<file path="src/verilog/pgp_map.svh">
// register offsets, reset values and bus answers of the port pin block
// assumes a 32-bit AXI4-Lite slave with one aligned word per register
`ifndef PGP_MAP_SVH
`define PGP_MAP_SVH

// ----------------------------------------------------------------------
// register offsets (byte addresses, port n adds 4*n)
// ----------------------------------------------------------------------
`define PGP_DATA_BASE      8'h00
`define PGP_MODE_LOW_BASE  8'h10
`define PGP_MODE_HIGH_BASE 8'h20
`define PGP_ADDR_SPAN      8'h30

// ----------------------------------------------------------------------
// reset values
// ----------------------------------------------------------------------
`define PGP_DATA_RST       8'hFF
`define PGP_MODE_RST       8'h00

// ----------------------------------------------------------------------
// bus responses
// ----------------------------------------------------------------------
`define PGP_RESP_OKAY      2'h0
`define PGP_RESP_SLVERR    2'h2

`endif

</file>
<file path="src/verilog/pgp_pkg.sv">
// types shared by the port pin block
// assumes nothing beyond a SystemVerilog compiler
package pgp_pkg;

  // pin driver mode, high bit from the high mode register
  typedef enum logic [1:0] {
    PGP_OPEN_DRAIN = 2'h0,
    PGP_QUASI      = 2'h1,
    PGP_HIGH_Z     = 2'h2,
    PGP_PUSH_PULL  = 2'h3
  } pgp_mode_t;

  // register kind selected by an address
  typedef enum logic [1:0] {
    PGP_KIND_DATA = 2'h0,
    PGP_KIND_LOW  = 2'h1,
    PGP_KIND_HIGH = 2'h2,
    PGP_KIND_NONE = 2'h3
  } pgp_kind_t;

endpackage

</file>
<file path="src/verilog/pgp_top.sv">
// port pin block: four 8-bit ports with per-pin driver modes over AXI4-Lite
// assumes synchronous pin inputs, one clock mclk and an external pull-up per pin
//
// The implementer's own choices: the placing of the registers and register access over AXI4-Lite.
`timescale 1ns/1ps
`default_nettype none
`include "pgp_map.svh"

// Summary of operation
// - four 8-bit data registers, each bit tied to its own port pin.
// - port 0 pin x mode comes from bit x of both mode registers.
// - code high,low: 00 open-drain, 01 quasi, 10 high-impedance, 11 push-pull.
// - port 1 pins configured the same way by their own register pair.
// - ports 2 and 3 configured the same way by their own pairs.
module pgp_top #(
  parameter int PORT_W = 8,
  parameter int ADDR_W = 8
) (
  // clock and reset
  input  wire logic              mclk,
  input  wire logic              sys_rst,
  // axi write address
  input  wire logic [ADDR_W-1:0] s_axi_awaddr,
  input  wire logic              s_axi_awvalid,
  output logic                   s_axi_awready,
  // axi write data
  input  wire logic [31:0]       s_axi_wdata,
  input  wire logic [3:0]        s_axi_wstrb,
  input  wire logic              s_axi_wvalid,
  output logic                   s_axi_wready,
  // axi write response
  output logic [1:0]             s_axi_bresp,
  output logic                   s_axi_bvalid,
  input  wire logic              s_axi_bready,
  // axi read address
  input  wire logic [ADDR_W-1:0] s_axi_araddr,
  input  wire logic              s_axi_arvalid,
  output logic                   s_axi_arready,
  // axi read data
  output logic [31:0]            s_axi_rdata,
  output logic [1:0]             s_axi_rresp,
  output logic                   s_axi_rvalid,
  input  wire logic              s_axi_rready,
  // port 0 pins
  input  wire logic [PORT_W-1:0] port0_pin_in,
  output logic      [PORT_W-1:0] port0_pin_out,
  output logic      [PORT_W-1:0] port0_pin_oe_n,
  // port 1 pins
  input  wire logic [PORT_W-1:0] port1_pin_in,
  output logic      [PORT_W-1:0] port1_pin_out,
  output logic      [PORT_W-1:0] port1_pin_oe_n,
  // port 2 pins
  input  wire logic [PORT_W-1:0] port2_pin_in,
  output logic      [PORT_W-1:0] port2_pin_out,
  output logic      [PORT_W-1:0] port2_pin_oe_n,
  // port 3 pins
  input  wire logic [PORT_W-1:0] port3_pin_in,
  output logic      [PORT_W-1:0] port3_pin_out,
  output logic      [PORT_W-1:0] port3_pin_oe_n
);

  localparam int NPORT = 4;

  // ----------------------------------------------------------------------
  // elaboration checks
  // ----------------------------------------------------------------------
  generate
    if (PORT_W < 1 || PORT_W > 32) begin : g_bad_width
      $error("PORT_W must lie in 1..32");
    end
    // decode slices the low eight address bits
    if (ADDR_W < 8) begin : g_bad_addr
      $error("ADDR_W must be at least 8 for the register map");
    end
  endgenerate

  // ----------------------------------------------------------------------
  // storage and pin arrays
  // ----------------------------------------------------------------------
  logic [PORT_W-1:0] port_data_q [NPORT];
  logic [PORT_W-1:0] mode_low_q  [NPORT];
  logic [PORT_W-1:0] mode_high_q [NPORT];
  logic [PORT_W-1:0] pin_in_a    [NPORT];
  logic [PORT_W-1:0] pin_out_a   [NPORT];
  logic [PORT_W-1:0] pin_oe_n_a  [NPORT];
  logic [PORT_W-1:0] rd_val_a    [NPORT];

  logic [ADDR_W-1:0] wr_addr_q;
  logic [PORT_W-1:0] wr_data_q;
  logic              wr_strb_q;
  logic              wr_go;
  logic              aw_fire;
  logic              w_fire;
  logic              ar_fire;

  // address to register kind and port index
  function automatic logic [3:0] decode(input logic [ADDR_W-1:0] a);
    logic [7:0] off;
    off = a[7:0];
    if (a[ADDR_W-1:0] >= ADDR_W'(`PGP_ADDR_SPAN) || off[1:0] != 2'h0) begin
      decode = {pgp_pkg::PGP_KIND_NONE, 2'h0};
    end else if (off >= `PGP_MODE_HIGH_BASE) begin
      decode = {pgp_pkg::PGP_KIND_HIGH, off[3:2]};
    end else if (off >= `PGP_MODE_LOW_BASE) begin
      decode = {pgp_pkg::PGP_KIND_LOW, off[3:2]};
    end else begin
      decode = {pgp_pkg::PGP_KIND_DATA, off[3:2]};
    end
  endfunction

  logic [3:0] wr_dec;
  logic [3:0] rd_dec;
  assign wr_dec  = decode(wr_addr_q);
  assign rd_dec  = decode(s_axi_araddr);
  assign aw_fire = s_axi_awvalid & s_axi_awready;
  assign w_fire  = s_axi_wvalid & s_axi_wready;
  assign ar_fire = s_axi_arvalid & s_axi_arready;
  // both halves held and no response pending
  assign wr_go   = ~s_axi_awready & ~s_axi_wready & ~s_axi_bvalid;

  // ----------------------------------------------------------------------
  // axi write channels
  // ----------------------------------------------------------------------
  // address and data taken in either order, readies close while held
  always_ff @(posedge mclk or posedge sys_rst) begin
    if (sys_rst) begin
      s_axi_awready <= 1'b1;
      s_axi_wready  <= 1'b1;
      s_axi_bvalid  <= 1'b0;
      s_axi_bresp   <= `PGP_RESP_OKAY;
      wr_addr_q     <= '0;
      wr_data_q     <= '0;
      wr_strb_q     <= 1'b0;
    end else begin
      if (aw_fire) begin
        s_axi_awready <= 1'b0;
        wr_addr_q     <= s_axi_awaddr;
      end
      if (w_fire) begin
        s_axi_wready <= 1'b0;
        wr_data_q    <= s_axi_wdata[PORT_W-1:0];
        wr_strb_q    <= s_axi_wstrb[0];
      end
      if (wr_go) begin
        s_axi_bvalid  <= 1'b1;
        s_axi_bresp   <= (wr_dec[3:2] == pgp_pkg::PGP_KIND_NONE) ? `PGP_RESP_SLVERR : `PGP_RESP_OKAY;
        s_axi_awready <= 1'b1;
        s_axi_wready  <= 1'b1;
      end else if (s_axi_bvalid && s_axi_bready) begin
        s_axi_bvalid <= 1'b0;
      end
    end
  end

  // register file update on a committed write
  always_ff @(posedge mclk or posedge sys_rst) begin
    if (sys_rst) begin
      for (int p = 0; p < NPORT; p++) begin
        port_data_q[p] <= PORT_W'(`PGP_DATA_RST);
        mode_low_q[p]  <= PORT_W'(`PGP_MODE_RST);
        mode_high_q[p] <= PORT_W'(`PGP_MODE_RST);
      end
    end else if (wr_go && wr_strb_q) begin
      case (pgp_pkg::pgp_kind_t'(wr_dec[3:2]))
        pgp_pkg::PGP_KIND_DATA: port_data_q[wr_dec[1:0]] <= wr_data_q;
        pgp_pkg::PGP_KIND_LOW:  mode_low_q[wr_dec[1:0]]  <= wr_data_q;
        pgp_pkg::PGP_KIND_HIGH: mode_high_q[wr_dec[1:0]] <= wr_data_q;
        default: ;
      endcase
    end
  end

  // ----------------------------------------------------------------------
  // axi read channels
  // ----------------------------------------------------------------------
  // one read under way, data registered one cycle after the address
  always_ff @(posedge mclk or posedge sys_rst) begin
    if (sys_rst) begin
      s_axi_arready <= 1'b1;
      s_axi_rvalid  <= 1'b0;
      s_axi_rdata   <= '0;
      s_axi_rresp   <= `PGP_RESP_OKAY;
    end else if (ar_fire) begin
      s_axi_arready <= 1'b0;
      s_axi_rvalid  <= 1'b1;
      s_axi_rresp   <= `PGP_RESP_OKAY;
      case (pgp_pkg::pgp_kind_t'(rd_dec[3:2]))
        pgp_pkg::PGP_KIND_DATA: s_axi_rdata <= 32'(rd_val_a[rd_dec[1:0]]);
        pgp_pkg::PGP_KIND_LOW:  s_axi_rdata <= 32'(mode_low_q[rd_dec[1:0]]);
        pgp_pkg::PGP_KIND_HIGH: s_axi_rdata <= 32'(mode_high_q[rd_dec[1:0]]);
        default: begin
          s_axi_rdata <= '0;
          s_axi_rresp <= `PGP_RESP_SLVERR;
        end
      endcase
    end else if (s_axi_rvalid && s_axi_rready) begin
      s_axi_rvalid  <= 1'b0;
      s_axi_arready <= 1'b1;
    end
  end

  // ----------------------------------------------------------------------
  // pin drivers, one per port
  // ----------------------------------------------------------------------
  assign pin_in_a[0]    = port0_pin_in;
  assign pin_in_a[1]    = port1_pin_in;
  assign pin_in_a[2]    = port2_pin_in;
  assign pin_in_a[3]    = port3_pin_in;
  assign port0_pin_out  = pin_out_a[0];
  assign port1_pin_out  = pin_out_a[1];
  assign port2_pin_out  = pin_out_a[2];
  assign port3_pin_out  = pin_out_a[3];
  assign port0_pin_oe_n = pin_oe_n_a[0];
  assign port1_pin_oe_n = pin_oe_n_a[1];
  assign port2_pin_oe_n = pin_oe_n_a[2];
  assign port3_pin_oe_n = pin_oe_n_a[3];

  generate
    for (genvar g = 0; g < NPORT; g++) begin : g_port
      pgp_pad #(
        .WIDTH     (PORT_W)
      ) u_pad (
        .clk       (mclk),
        .rst       (sys_rst),
        .mode_low  (mode_low_q[g]),
        .mode_high (mode_high_q[g]),
        .data      (port_data_q[g]),
        .pin_in    (pin_in_a[g]),
        .pin_out   (pin_out_a[g]),
        .pin_oe_n  (pin_oe_n_a[g]),
        .rd_val    (rd_val_a[g])
      );
    end
  endgenerate

  // ----------------------------------------------------------------------
  // checks
  // ----------------------------------------------------------------------
  property p_data_write;
    @(posedge mclk) disable iff (sys_rst)
      (wr_go && wr_strb_q && wr_dec == 4'h0) |=> (port_data_q[0] == $past(wr_data_q));
  endproperty
  a_data_write: assert property (p_data_write) else $error("port 0 data write lost");

  property p_port1_push;
    @(posedge mclk) disable iff (sys_rst)
      1'b1 |=> (($past(mode_high_q[1] & mode_low_q[1]) & port1_pin_oe_n) == '0);
  endproperty
  a_port1_push: assert property (p_port1_push) else $error("port 1 push-pull pin released");

  property p_port3_hz;
    @(posedge mclk) disable iff (sys_rst)
      1'b1 |=> (($past(mode_high_q[3] & ~mode_low_q[3]) & ~port3_pin_oe_n) == '0);
  endproperty
  a_port3_hz: assert property (p_port3_hz) else $error("port 3 high-impedance pin driven");

  property p_bresp_once;
    @(posedge mclk) disable iff (sys_rst)
      wr_go |=> s_axi_bvalid ##1 (!s_axi_bvalid || !$past(s_axi_bready));
  endproperty
  a_bresp_once: assert property (p_bresp_once) else $error("write response not single");

  c_write: cover property (@(posedge mclk) disable iff (sys_rst) s_axi_bvalid && s_axi_bready);
  c_read: cover property (@(posedge mclk) disable iff (sys_rst) s_axi_rvalid && s_axi_rready);
  c_port2_drive: cover property (@(posedge mclk) disable iff (sys_rst) |(~port2_pin_oe_n));

endmodule

`default_nettype wire

</file>
<file path="src/verilog/pgp_pad.sv">
// pin drivers of one port: mode decode, registered drive and read-back
// assumes pin inputs synchronous to clk and a board-level weak pull-up
`timescale 1ns/1ps
`default_nettype none

module pgp_pad #(
  parameter int WIDTH = 8
) (
  // clock and reset
  input  wire logic             clk,
  input  wire logic             rst,
  // port registers
  input  wire logic [WIDTH-1:0] mode_low,
  input  wire logic [WIDTH-1:0] mode_high,
  input  wire logic [WIDTH-1:0] data,
  // pins
  input  wire logic [WIDTH-1:0] pin_in,
  output logic      [WIDTH-1:0] pin_out,
  output logic      [WIDTH-1:0] pin_oe_n,
  // value seen by a register read
  output logic      [WIDTH-1:0] rd_val
);

  logic [WIDTH-1:0] prev_q;
  logic [WIDTH-1:0] drive_d;
  logic [WIDTH-1:0] out_d;

  // refuse an empty port
  generate
    if (WIDTH < 1) begin : g_bad_width
      $error("WIDTH must be at least 1");
    end
  endgenerate

  // ----------------------------------------------------------------------
  // per-bit mode decode
  // ----------------------------------------------------------------------
  always_comb begin
    for (int i = 0; i < WIDTH; i++) begin
      // bit x of both mode registers forms the code
      case (pgp_pkg::pgp_mode_t'({mode_high[i], mode_low[i]}))
        pgp_pkg::PGP_OPEN_DRAIN: begin
          drive_d[i] = ~data[i];
          out_d[i]   = 1'b0;
        end
        pgp_pkg::PGP_QUASI: begin
          // strong high for one cycle on a rising data bit
          drive_d[i] = ~data[i] | ~prev_q[i];
          out_d[i]   = data[i];
        end
        pgp_pkg::PGP_HIGH_Z: begin
          drive_d[i] = 1'b0;
          out_d[i]   = 1'b0;
        end
        pgp_pkg::PGP_PUSH_PULL: begin
          drive_d[i] = 1'b1;
          out_d[i]   = data[i];
        end
        default: begin
          drive_d[i] = 1'b0;
          out_d[i]   = 1'b0;
        end
      endcase
      // pushed pins read the latch, all others the pin level
      rd_val[i] = (mode_high[i] & mode_low[i]) ? data[i] : pin_in[i];
    end
  end

  // registered drive toward the pins
  always_ff @(posedge clk or posedge rst) begin
    if (rst) begin
      pin_out  <= '0;
      pin_oe_n <= '1;
      prev_q   <= '1;
    end else begin
      pin_out  <= out_d;
      pin_oe_n <= ~drive_d;
      prev_q   <= data;
    end
  end

  // ----------------------------------------------------------------------
  // checks
  // ----------------------------------------------------------------------
  property p_od_mode;
    @(posedge clk) disable iff (rst)
      1'b1 |=> ((($past(~mode_high & ~mode_low & ~data)) & pin_oe_n) == '0)
               && ((($past(~mode_high & ~mode_low)) & ~pin_oe_n & pin_out) == '0);
  endproperty
  a_od_mode: assert property (p_od_mode) else $error("open-drain pin misdriven");

  property p_hz_mode;
    @(posedge clk) disable iff (rst)
      1'b1 |=> (($past(mode_high & ~mode_low) & ~pin_oe_n) == '0);
  endproperty
  a_hz_mode: assert property (p_hz_mode) else $error("high-impedance pin driven");

  property p_pp_mode;
    @(posedge clk) disable iff (rst)
      1'b1 |=> ((($past(mode_high & mode_low)) & (pin_oe_n | (pin_out ^ $past(data)))) == '0);
  endproperty
  a_pp_mode: assert property (p_pp_mode) else $error("push-pull pin not following data");

  property p_readback;
    @(posedge clk) disable iff (rst)
      (((rd_val ^ pin_in) & ~mode_low) == '0)
      && (((rd_val ^ data) & mode_high & mode_low) == '0);
  endproperty
  a_readback: assert property (p_readback) else $error("released pin read wrong");

  c_quasi_pulse: cover property (@(posedge clk) disable iff (rst)
    (|(mode_low & ~mode_high & ~pin_oe_n & pin_out)));

endmodule

`default_nettype wire

</file>
<file path="config.mk">
export PLATFORM = sky130hd
export DESIGN_NAME = pgp_top
export DESIGN_NICKNAME = d
export VERILOG_FILES = /design/src/verilog/pgp_pkg.sv /design/src/verilog/pgp_top.sv /design/src/verilog/pgp_pad.sv
export VERILOG_INCLUDE_DIRS = /design/src /design/src/verilog
export SDC_FILE = /design/constraint.sdc
export NUM_CORES = 1
export LEC_CHECK = 0
export ABC_AREA = 1
export BUFFER_PORTS_ARGS = -buffer_cell sky130_fd_sc_hd__buf_2
export CAP_MARGIN = 20
export CORE_MARGIN = 10
export CORE_UTILIZATION = 55
export DETAILED_ROUTE_END_ITERATION = 8
export HOLD_SLACK_MARGIN = 0.06
export MAX_ROUTING_LAYER = met4
export PLACE_DENSITY = 0.8
export REMOVE_ABC_BUFFERS = 1
export SLEW_MARGIN = 25
export SYNTH_ARGS = -nofsm -noshare
export SYNTH_HDL_FRONTEND = slang
export SYNTH_SLANG_ARGS = --single-unit
</file>
<file path="constraint.sdc">
create_clock -name mclk -period 15.05 [get_ports mclk]
set_clock_uncertainty 0.05 [all_clocks]
set_input_delay 1.505 -clock mclk [delete_from_list [all_inputs] [get_ports mclk]]
set_output_delay 1.505 -clock mclk [all_outputs]
set_load 0.02 [all_outputs]
</file>
After elaboration in Yosys (flattened, before gate mapping) --
Index checks and enable logic that the tools add are counted.
Storage, ports and cells: register bits 250, bits in latches 0, RAM bits 0, ROM bits 0, input bits 91, word-level logic and storage cells 530, memories 0
Operators by class: $add $sub $neg 0, multiply operators 0, divide/modulo/power cells 0, $lt $le $gt $ge 9, eq/ne operators 101, shift operators 0, multiplexer cells 129, bitwise gates (word level) 142, reduce and logical (&&, ||, !) cells 114
Operator list (count):
- equality test 2 bit, second input constant | 67
- one-hot mux 1 bit (4 select lines) | 32
- OR reduction 2 bit | 64
- bitwise mux 32 bit | 3
- equality test 2 x 1 -> 1 bit, second input constant | 34
- zero test 2 bit | 34
- inverter 1 bit | 67
- one-hot mux 1 bit (2 select lines) | 32
- two-way mux 8 bit | 7
- binary-select mux 8 bit (select 2 bit) | 3
- two-way mux 1 bit | 42
- AND 1 bit | 37
- >= comparator 8 x 6 -> 1 bit, second input constant | 4
- inverter 8 bit | 4
- OR 1 bit | 32
- one-hot mux 8 bit (3 select lines) | 1
- demux 8 bit (select 2 bit) | 1
- >= comparator 8 x 5 -> 1 bit, second input constant | 2
- two-way mux 4 bit | 4
- nonzero test 2 bit | 6
- >= comparator 3 bit, second input constant | 2
- two-way mux 3 bit | 2
- inverter 2 -> 3 bit | 2
- AND reduction 2 bit | 3
- other kinds (5) | 10

Longest topological paths before layout --
Gate-level depths: netlist of run 1.
depth in word-level cells 10, mapped depth 12, depth with buffers taken out 11

Cells and area by module --
Synthesis of run 1 repeated with hierarchy kept, for this count alone.
Unflattened totals: cell total of the unflattened synthesis 1153, area, all modules 9989.6 um^2
By module, submodules not included:
- pgp_top | times used 1, cells an instance 733, area an instance 6216.0 um^2, sequential area each 3246.9 um^2
- pgp_pad | times used 4, cells an instance 105, area an instance 943.4 um^2, sequential area each 620.6 um^2

Least setup slack after synthesis of run 1 --
No wires, ideal clock.
path type input -> register, from input s_axi_araddr[1], to register s_axi_rdata[0], setup time 0.117 ns, data arrival time 2.598 ns, data required time 14.883 ns, path slack 12.286 ns, cell stages on the path 12, buffers on the path 2, cells stage by stage nor2_1 > inv_1 > nor2_1 > nand2_1 > clkbuf_1 > buf_2 > nand3_1 > nand2_1 > nand2_1 > nand3_1 > nand2_1 > nand2_1
Between the ends: word-level cells in the longest chain between the ends 8, elaborated cells between the ends (all ways) 22
Ends and longest elaborated chain:
- from (decl) | line pgp_top.sv:36 | input wire logic [ADDR_W-1:0] s_axi_araddr,
- >= comparator 8 x 6 -> 1 bit (no source line), or another cell as far along
- two-way mux 4 bit / logical OR 1 bit (equally long branches) | line pgp_top.sv:102, pgp_top.sv:100
- two-way mux 4 bit * | line pgp_top.sv:100 | if (a[ADDR_W-1:0] >= ADDR_W'(`PGP_ADDR_SPAN) || off[1:0] != 2'h0) begin
- inverter 2 -> 3 bit (implied by the code) | line pgp_top.sv:188, pgp_top.sv:189, pgp_top.sv:190
- binary-select mux 8 bit (select 2 bit), on equally long branches | line pgp_top.sv:190, pgp_top.sv:188, pgp_top.sv:189
- two-way mux 8 bit, on equally long branches (2 in series) | line pgp_top.sv:190, pgp_top.sv:188, pgp_top.sv:189
- one-hot mux 8 bit (3 select lines) * | line pgp_top.sv:187 | case (pgp_pkg::pgp_kind_t'(rd_dec[3:2]))
- to (signal assigned) | line pgp_top.sv:188 | pgp_pkg::PGP_KIND_DATA: s_axi_rdata <= 32'(rd_val_a[rd_dec[1:0]]);
- to (signal assigned) | line pgp_top.sv:189 | pgp_pkg::PGP_KIND_LOW: s_axi_rdata <= 32'(mode_low_q[rd_dec[1:0]]);
- to (signal assigned) | line pgp_top.sv:190 | pgp_pkg::PGP_KIND_HIGH: s_axi_rdata <= 32'(mode_high_q[rd_dec[1:0]]);
- to (decl) | line pgp_top.sv:40 | output logic [31:0] s_axi_rdata,
Mark *: on every way between the ends. The rest lies on a longest branch, timed or not. The select of a mux whose other input is x is not followed. A chain may end at the register's enable or synchronous reset.

Worst setup path after layout of run 1 --
from input s_axi_araddr[1], to register s_axi_rdata[1]
The elaborated chain is that of the path after synthesis.

==> summary.txt, run 1 <==
Run status
  • Status: complete, no violations

Worst hold path
  • Hold Crit Start: port_data_q[9]
  • Min-Delay Path Class: reg2reg
  • Hold Path Cell Cnt: 0
  • Worst Hold End: g_port[2].u_pad.prev_q[1]

Clock network
  • CTS Buffer Depth: 3
  • Post-CTS setup buffer count: 0
  • H-tree depth: 1
  • Register clock-pin slew on the reported worst setup and hold paths: 60 ps
  • Hold_buf cts: 0
  • TritonCTS clock tree: done
  • Sink Count: 224
  • Clock Latency Late Sink: 500 ps
  • PostCTS Resize Cnt: 0
  • Clk Tree Root Cell: clkbuf_16
  • Num CTS Buffers: 23

Routing
  • Final wirelength: 25.68 mm
  • Initial DRT Pass Iterations: 5
  • Vias/cell: 5.294
  • Initial DRC count: 847
  • DR WL/cell: 17.07 microns
  • Post-DRT Antenna Nets: 0
  • DR vias: 7,962
  • DRC: 0

Yosys
  • Post-Syn Area per Cell: 8.650 sq um
  • Synth Area in Adders: 0
  • Simple-gate area share of the yosys netlist: 0.1885
  • Mux cell area share after synthesis: 0.01036
  • Sequential share of the synthesized area: 0.5856
  • Distinct cells, synth: 23
  • Synth Area in Compound Gates: 0.1182
  • Largest cells by area after synthesis: dfrtp_1, dfstp_2, nand2_1
  • Top-area cell type share of the netlist area: 0.3197
  • Post-Synthesis Cells: 1,131
  • Yosys reg bits: 224
  • Post-synthesis share of cell area spent on xor and xnor gates: 0
  • Largest family of logic cells by synthesized area: simple AND/OR/NAND/NOR gates
  • Synthesized area: 9783 sq um
  • Synth warn: 0
  • Synth area leader: dfrtp_1

Global routing
  • Largest net degree at the start of global routing: 143
  • Gr ovfl total: 0
  • Initial antenna violation count: 0
  • GRT Resource Usage Total: 0.2165
  • Global-route wire length before repair: 40.52 mm
  • Vias in the first global route: 8,008

STA
  • Min Tclk post-route: 4030 ps
  • Worst Tran Pin Value: 912.3 ps
  • Final Max Tran Viols: 0
  • Setup tns final: 0 ps
  • Period utilization: 0.2677
  • Hold Fails Final Rpt: 0
  • WHS: 335.9 ps
  • Final number of setup-violating endpoints: 0
  • Maximum clock rate: 0.2482 GHz
  • RSZ-0062 raised after global routing: no
  • Max-slew headroom: 0.3903

Worst setup path
  • Reg-to-reg startpoint: wr_addr_q[6]
  • Crit. End Element: flip-flop
  • Kind of critical path: in2reg
  • CP Data Arrival Time: 4380 ps
  • Worst reg-to-reg setup slack: 12,810 ps
  • Reg2reg end: mode_low_q[6]
  • Required @ worst endpoint: 15,400 ps
  • CP startpoint kind: input port
  • Worst-path fanout max: 29
  • FF-to-FF path depth: 8

Pwr
  • Power per cell area: 134.0 nW/um^2
  • Worst vdd ir: 137.8 uV
  • Static leakage: 0.005842 uW

Floorplan
  • Die Width: 153.4 microns
  • I/O pin count: 196
  • Total Die Area: 23,520 sq um
  • Die Height: 153.4 microns
  • Starting Density: 0.5637
  • Number of cell rows: 48
  • Total core area: 17,360 sq um

Final layout
  • Share of layout cells above drive strength 1: 0.2346
  • Antenna Cells: 0
  • Fillers: 1,451
  • Sequential cell area: 5729 sq um
  • Area delta synth->final: 14.93%
  • Nets: 1,355
  • Multi-input logic area: 3202 sq um

Placement
  • GPL Wtd Cong: 0.9250
  • IO buf count: 142
  • Post-DP HPWL: 17.94 mm

Run
  • MaxCap Viol Count: 0
[Yosys cell counts]
| cell type | instances |
|---|---|
| a21oi_1 | 40 |
| a21oi_4 | 1 |
| buf_2 | 8 |
| buf_4 | 26 |
| clkbuf_1 | 29 |
| conb_1 | 1 |
| dfrtp_1 | 125 |
| dfstp_2 | 99 |
| inv_1 | 161 |
| mux2_2 | 9 |
| nand2_1 | 352 |
| nand2_2 | 5 |
| nand3_1 | 53 |
| nand4_1 | 1 |
| nor2_1 | 33 |
| nor3_1 | 3 |
| nor3_2 | 1 |
| nor4_4 | 1 |
| o2111ai_1 | 8 |
| o21ai_0 | 122 |
| o21ai_1 | 18 |
| o22ai_1 | 27 |
| or2_2 | 8 |
[placed cells by master (no fill, tap or decap), types with 2 or more instances in the layout]
cell,synthesis,layout
nor2_1,33,32
clkbuf_16,0,23
dfrtp_1,125,125
clkinv_2,0,4
clkbuf_1,29,12
dfstp_2,99,99
conb_1,1,26
nand3_1,53,53
buf_4,26,2
a21oi_1,40,40
mux2_2,9,9
inv_1,161,160
o22ai_1,27,27
o21ai_1,18,18
o21ai_0,122,122
nor3_1,3,3
nand2_2,5,5
nand2_1,352,352
or2_2,8,8
o2111ai_1,8,8
buf_2,8,142
[worst max-delay path, stage by stage]
cell and delay, ps:
buf_2 90, nor2_1 180, inv_1 90, nor2_1 640
nand2_1 780, inv_1 590, nand3_1 170, nand3_1 100
nand3_1 90, nand2_1 80, nand2_1 50
[metal layers]
layer  global-route usage  share of wire  wire [microns]  up-vias
li1                     -              -               -     3783
met1               0.2616           0.40           10360     3787
met2               0.3529           0.48           12310      323
met3              0.04854          0.082            2096       69
met4              0.07332          0.036             913        0
met5                    -              0               0        -
[area by class of cell]
| type | instances | share of cell area |
|---|---|---|
| clock buffers | 36 | 0.05642 |
| clock inverters | 4 | 0.001781 |
| inverters | 161 | 0.05442 |
| multi-input cells | 708 | 0.2848 |
| flip-flops and latches | 224 | 0.5096 |
| well taps | 225 | 0.02504 |
| repair buffers | 146 | 0.06799 |
[power by group]
group | internal, uW | switching [uW] | leakage (uW)
Sequential | 674 | 46.7 | 0.00271
Combinational | 79.3 | 198 | 0.00281
Clock | 288 | 221 | 0.000320
Total | 1040 | 465 | 0.00584
[state kept, by name (all words and copies together) (netlist names), 8 cells and up]
register	flops
g_port.u_pad.pin_oe_n	32
g_port.u_pad.pin_out	32
g_port.u_pad.prev_q	32
mode_high_q	32
mode_low_q	32
port_data_q	32
s_axi_rdata	8
wr_addr_q	8
wr_data_q	8
[cells by family after synthesis]
| group | after synthesis |
|---|---|
| flops | 224 |
| other cells | 1 |
| buf+inv | 224 |
| mux | 9 |
| compound gates | 216 |
| simple gates | 457 |
[metrics by stage]
stage,std cells,area (sq um),utilization,setup slack (ps),total power [uW]
after detailed placement,1463,10560,0.6083,10610,1003
after global placement,1463,10560,0.6083,10560,992.2
after global routing,1504,11240,0.6478,10810,1578
final,1504,11240,0.6478,11020,1506
after floorplan,1093,9533,-,7524,891.5
after CTS,1503,11210,0.6460,11070,1513
[worst max path at each step]
| stage | start | to | slack, ps | cells past startpoint |
|---|---|---|---|---|
| after detailed placement | s_axi_araddr[1] | s_axi_rdata[1] | 10610 | 11 |
| after floorplan | sys_rst | g_port[0].u_pad.pin_out[0] | 7520 | 1 |
| after global routing | s_axi_araddr[1] | s_axi_rdata[2] | 10810 | 12 |
| after CTS | s_axi_araddr[1] | s_axi_rdata[1] | 11070 | 11 |
| final | s_axi_araddr[1] | s_axi_rdata[1] | 11020 | 11 |
| after global placement | s_axi_araddr[1] | s_axi_rdata[1] | 10560 | 11 |
Power figures use the tool's default switching activity.
==> run 2, diff against run 1 <==
clock period = 3.87 ns   (was 15.05 ns; I/O delays follow)
==> run 2 against run 1 <==
Wire length increased by 0.96%. Count of clock-buffer cells in the layout grew 2. Via count is essentially flat. Core utilization rose by 1.8 points. Worst hold slack worse by 280 ps. Sequential power rose to 3.9 times the previous value. Register-to-register slack worse by 11000 ps. Critical path depth fell by 4. Worst setup slack got worse by 9400 ps. Cell area rose by 2.8%. Total power rose to 4.1 times the previous value. Critical endpoint is now mode_low_q[2]. Largest cell class unchanged.
==> summary.txt, run 2 (synthesis gave the netlist of run 1 again) <==
Global routing
  • Global-route wire length before repair: 41.72 mm
  • Largest net degree at the start of global routing: 122
  • Initial antenna violation count: 1
  • Vias in the first global route: 8,086
  • Gr ovfl total: 0
  • GRT Resource Usage Total: 0.2238

Floorplan
  • Total Die Area: 23,520 sq um
  • Starting Density: 0.5637
  • Die Width: 153.4 microns
  • Die Height: 153.4 microns
  • Total core area: 17,360 sq um
  • I/O pin count: 196
  • Number of cell rows: 48

Final layout
  • Commonest non-fill, non-tap cell in the layout: nand2_1
  • Nets: 1,373
  • Share of layout cells above drive strength 1: 0.2423
  • Area delta synth->final: 18.17%
  • Final instance area: 11,560 sq um
  • Final Non-Filler Cells: 1,526
  • Commonest non-fill, non-tap cells in the layout: nand2_1, inv_1, buf_2

Worst setup path
  • Worst path depth: 7
  • FF-to-FF path depth: 7
  • Reg2reg end: mode_low_q[2]
  • Most frequent CP cell: nand2_1
  • Worst-path fanout max: 16
  • CP max-delay cell: nand2_1
  • End of the critical path: mode_low_q[2]
  • Kind of critical path: reg2reg
  • CP Data Arrival Time: 2640 ps
  • Family with the most delay on the worst path: simple AND/OR/NAND/NOR gates
  • Worst reg-to-reg setup slack: 1600 ps
  • Crit path launch: wr_addr_q[6]
  • Max stage delay on crit path: 480 ps
  • Critical path, cell by cell: nor2_1 > nand2_2 > a21oi_4 > nand2_1 > nor3_2 > nand2_1 > o21ai_0
  • Buffers & Inverters on Critical Path: 0
  • Required @ worst endpoint: 4240 ps
  • Reg-to-reg startpoint: wr_addr_q[6]
  • CP startpoint kind: flip-flop
  • Crit. End Element: flip-flop

Routing
  • DRC: 0
  • Initial DRC count: 619
  • Vias/cell: 5.219
  • Post-DRT Antenna Nets: 0
  • DR vias: 7,964
  • DR WL/cell: 16.99 microns
  • Final wirelength: 25.92 mm
  • Initial DRT Pass Iterations: 5

STA
  • Hold Fails Final Rpt: 0
  • Final worst slack: 1601 ps
  • Final Max Tran Viols: 0
  • RSZ-0062 raised after global routing: no
  • Min Tclk post-route: 2269 ps
  • Setup tns final: 0 ps
  • Maximum clock rate: 0.4406 GHz
  • Worst Tran Pin Value: 800.6 ps
  • Final number of setup-violating endpoints: 0
  • Max-slew headroom: 0.4663
  • Period utilization: 0.5864

Run
  • MaxCap Viol Count: 0

Pwr
  • Worst vdd ir: 459.2 uV
  • Power per cell area: 537.9 nW/um^2
  • Static leakage: 0.005988 uW
  • Total Power Consumption: 6219 uW

Clock network
  • Num CTS Buffers: 24
  • Clock Latency Late Sink: 520 ps
  • Register clock-pin slew on the reported worst setup and hold paths: 60 ps
  • TritonCTS clock tree: done
  • Clk Tree Root Cell: clkbuf_16
  • CTS Buffer Depth: 3
  • Sink Count: 224
  • PostCTS Resize Cnt: 0
  • H-tree depth: 1

Placement
  • Dpl ws: 1652 ps
  • Placed Area: 10,610 sq um
  • Placed Cells: 1,468
  • Post-DP HPWL: 18.07 mm
  • IO buf count: 142
  • GPL Wtd Cong: 0.9375

Worst hold path
  • Min-Delay Path Class: in2reg

Run status
  • Status: complete, no violations
-- run 2: changes by cell type in the layout (fill, tap and decap cells not counted), sizes merged --
cell / change
buf: +4
dlygate4sd3: +13
bufinv: +1
clkinvlp: +2
diode: +1
clkbuf: +2
inv: +1
clkinv: -2
-- run 2: metrics by stage --
stage                     hold slack [ps]  utilization
after floorplan                     317.2            -
after global placement              324.1       0.6112
after detailed placement            326.8       0.6112
after CTS                           60.19       0.6659
after global routing                66.38       0.6661
final                               60.23       0.6661
-- run 2: worst register-to-register path, delay by kind of cell, from the launching register on --
kind	cells	cell delay, ps
DFF	1	390
AOI/OAI and AO/OA	2	510
and+or+nand+nor	5	1230
-- run 2: how the worst min path moves through the flow --
stage | start | to | slack, ps | depth (start not counted)
3_5_place_dp | port_data_q[29] | g_port[0].u_pad.prev_q[5] | 330 | 0
3_3_place_gp | port_data_q[29] | g_port[0].u_pad.prev_q[5] | 320 | 0
2_1_floorplan | port_data_q[29] | g_port[0].u_pad.prev_q[5] | 320 | 0
4_1_cts | s_axi_awaddr[4] | wr_addr_q[4] | 60 | 2
6_report | s_axi_awaddr[5] | wr_addr_q[5] | 60 | 2
5_1_grt | s_axi_awaddr[4] | wr_addr_q[4] | 70 | 2
-- run 2: area by class of cell --
type	count	area, sq um
clock buffers	38	743.2
multi-input cells	708	3202
inverters	161	611.8
clock inverters	6	77.57
well taps	225	281.5
diodes	1	2.502
repair buffers	163	913.4
flip-flops and latches	224	5729
fillers	1420	5796
-- run 2: timing repair --
| action | in CTS | in global routing |
|---|---|---|
| endpoints found under the setup margin | 0 | 0 |
| hold buffers | 13 | 0 |
| hold endpoints to repair | 81 | 0 |
| buffers inserted | 0 | 0 |
-- run 2: metal layers --
metal,track usage,wire (microns),vias to the layer above
met2,0.3637,12460,316
met1,0.2718,10450,3753
li1,-,-,3832
met3,0.05022,2118,63
met4,0.07467,896,0
met5,-,0,-
-- run 2: where the power goes --
part           switching, uW  internal, uW  leakage (uW)  total [uW]
Clock                    937          1390      0.000398        2330
Combinational            772           318       0.00288        1090
Sequential               183          2620       0.00271        2800
==> run 3, diff against run 2 <==
CORE_UTILIZATION = 50   (was 55)
PLACE_DENSITY = 0.76   (was 0.8)
clock period = 2 ns   (was 3.87 ns; I/O delays follow)
==> run 3 against run 2 <==
Core utilization is 4.9 points lower. Register-to-register slack worse by 1400 ps. Wire length is 1.0% higher. First-iteration DRC count is 0.65% higher. Combinational power is 99% higher. Non-clock buffer count is 36 higher. Sequential power is 94% higher. Worst hold slack better by 5.4 ps. Fmax is 25% higher. Count of clock-buffer cells in the layout is 5 lower.
==> summary.txt, run 3 (synthesis gave the netlist of run 1 again) <==
Worst setup path
  • Worst-path fanout max: 12
  • Worst path depth: 9
  • Buffers & Inverters on Critical Path: 2
  • FF-to-FF path depth: 9
  • Crit. End Element: flip-flop
  • Kind of critical path: reg2reg
  • CP startpoint kind: flip-flop
  • Critical path, cell by cell: nor2_1 > nand2_2 > a21oi_4 > nand2_2 > nor4_4 > buf_4 > nand2_2 > buf_4 > o21ai_0
  • Required @ worst endpoint: 2380 ps
  • CP max-delay cell: dfrtp_1
  • Max stage delay on crit path: 390 ps
  • Family with the most delay on the worst path: simple AND/OR/NAND/NOR gates
  • Reg-to-reg startpoint: wr_addr_q[6]
  • CP Data Arrival Time: 2190 ps
  • Most frequent CP cell: nand2_2
  • Crit path launch: wr_addr_q[6]

Global routing
  • GRT Resource Usage Total: 0.2075
  • Largest net degree at the start of global routing: 76
  • Initial antenna violation count: 0
  • Global-route wire length before repair: 41.99 mm
  • Vias in the first global route: 7,907
  • Gr ovfl total: 0

Pwr
  • Gate power share: 0.180
  • Sequential Power Share: 0.451
  • Static leakage: 0.006164 uW
  • Worst vdd ir: 724.4 uV
  • Clock power frac: 0.370
  • Power per cell area: 1010 nW/um^2
  • Net Switching: 3607 uW
  • Total Power Consumption: 12,060 uW
  • Pint: 8452 uW
  • Switching Share: 0.2991

Final layout
  • Nets: 1,408
  • Commonest non-fill, non-tap cells in the layout: nand2_1, inv_1, buf_2
  • Share of layout cells above drive strength 1: 0.2588
  • Final instance area: 11,940 sq um
  • Commonest non-fill, non-tap cell in the layout: nand2_1
  • Fillers: 1,654
  • Fin util: 0.6174
  • Area delta synth->final: 22.02%
  • Antenna Cells: 0

Run status
  • Status: complete, no violations

Clock network
  • Register clock-pin slew on the reported worst setup and hold paths: 60 ps
  • H-tree depth: 1
  • CTS Buffer Depth: 3
  • Clock Latency Late Sink: 510 ps
  • Num CTS Buffers: 23
  • Sink Count: 224
  • TritonCTS clock tree: done
  • Clk Tree Root Cell: clkbuf_16

Floorplan
  • Number of cell rows: 51
  • Total core area: 19,330 sq um
  • Die Height: 159.9 microns
  • Starting Density: 0.5060
  • I/O pin count: 196
  • Total Die Area: 25,560 sq um
  • Die Width: 159.9 microns

STA
  • Maximum clock rate: 0.5520 GHz
  • Setup tns final: 0 ps
  • Period utilization: 0.9058
  • Min Tclk post-route: 1812 ps
  • Worst Tran Pin Value: 567.5 ps
  • Final number of setup-violating endpoints: 0
  • RSZ-0062 raised after global routing: no
  • Hold Fails Final Rpt: 0
  • Final Max Tran Viols: 0
  • WHS: 65.66 ps
  • Max-slew headroom: 0.6213

Routing
  • Post-DRT Antenna Nets: 0
  • DRC: 0
  • Initial DRC count: 623
  • DR WL/cell: 16.39 microns
  • Vias/cell: 5.003
  • DR vias: 7,994
  • Initial DRT Pass Iterations: 5
  • Final wirelength: 26.18 mm

Worst hold path
  • Hold Path Cell Cnt: 3
  • Min-Delay Path Class: in2reg
  • Hold Crit Start: s_axi_arvalid

Run
  • MaxCap Viol Count: 0

Placement
  • IO buf count: 142
  • Placed Area: 10,910 sq um
  • GPL Wtd Cong: 0.9136
  • Post-DP HPWL: 18.74 mm
## run 3: changes by cell type in the layout (fill, tap and decap cells not counted), moves of 2 or more
cell | before | now
nor2_1 | 32 | 29
dlygate4sd3_1 | 13 | 22
clkinv_2 | 1 | 4
clkbuf_8 | 9 | 6
clkinvlp_4 | 2 | 0
buf_4 | 7 | 30
bufinv_16 | 1 | 3
buf_12 | 1 | 5
nor2_2 | 1 | 4
## run 3: final cells by class
cell class	instances	area (sq um)	share of cell area
clock buffers	33	673.1	0.05639
clock inverters	8	118.9	0.009957
inverters	161	611.8	0.05125
multi-input cells	708	3217	0.2695
flip-flops and latches	224	5729	0.4799
well taps	265	331.6	0.02777
repair buffers	199	1256	0.1052
## run 3: path summary, 6_finish.rpt
kind | end | slack [ps]
worst max-delay path | port_data_q[25] | 190
worst min-delay path | s_axi_rvalid | 70
worst max register to register | port_data_q[25] | 190
min in group asynchronous | mode_high_q[10] | 250
max in group asynchronous | g_port[3].u_pad.pin_oe_n[0] | 940
worst min register to register | g_port[0].u_pad.prev_q[2] | 340
## run 3: routing by layer
metal	global-route usage	wire length, microns	part of all wire	vias to the layer above
met5	-	0	0	-
met4	0.04674	400	0.015	0
met3	0.03933	1797	0.069	33
met2	0.3498	13000	0.50	265
met1	0.2550	10990	0.42	3801
li1	-	-	-	3895
## run 3: repair_timing
item	4_1_cts	5_1_grt
setup buffers	0	0
hold endpoints to repair	68	0
gates resized for setup	0	5
hold buffers	22	0
endpoints found under the setup margin	0	23
## run 3: power by group through the flow
stage / combinational (uW) / clock (uW) / sequential (uW)
2_1_floorplan: 1100 / 0 / 5610
3_3_place_gp: 2070 / 0 / 5470
3_5_place_dp: 2120 / 0 / 5490
4_1_cts: 2170 / 4540 / 5420
5_1_grt: 2400 / 4710 / 5500
6_report: 2170 / 4460 / 5430
## run 3: per-stage QoR
| step | std cells | setup WS (ps) |
|---|---|---|
| finish | 1598 | 188.4 |
| global route | 1598 | 31.98 |
| detailed placement | 1535 | 142.7 |
| CTS | 1598 | 142.1 |
| global placement | 1535 | 208.9 |
| floorplan | 1093 | -4221 |
## run 3: worst min-delay path, cell delays in order
cell and delay, ps:
buf_2 70, nand2_1 160, o21ai_0 140
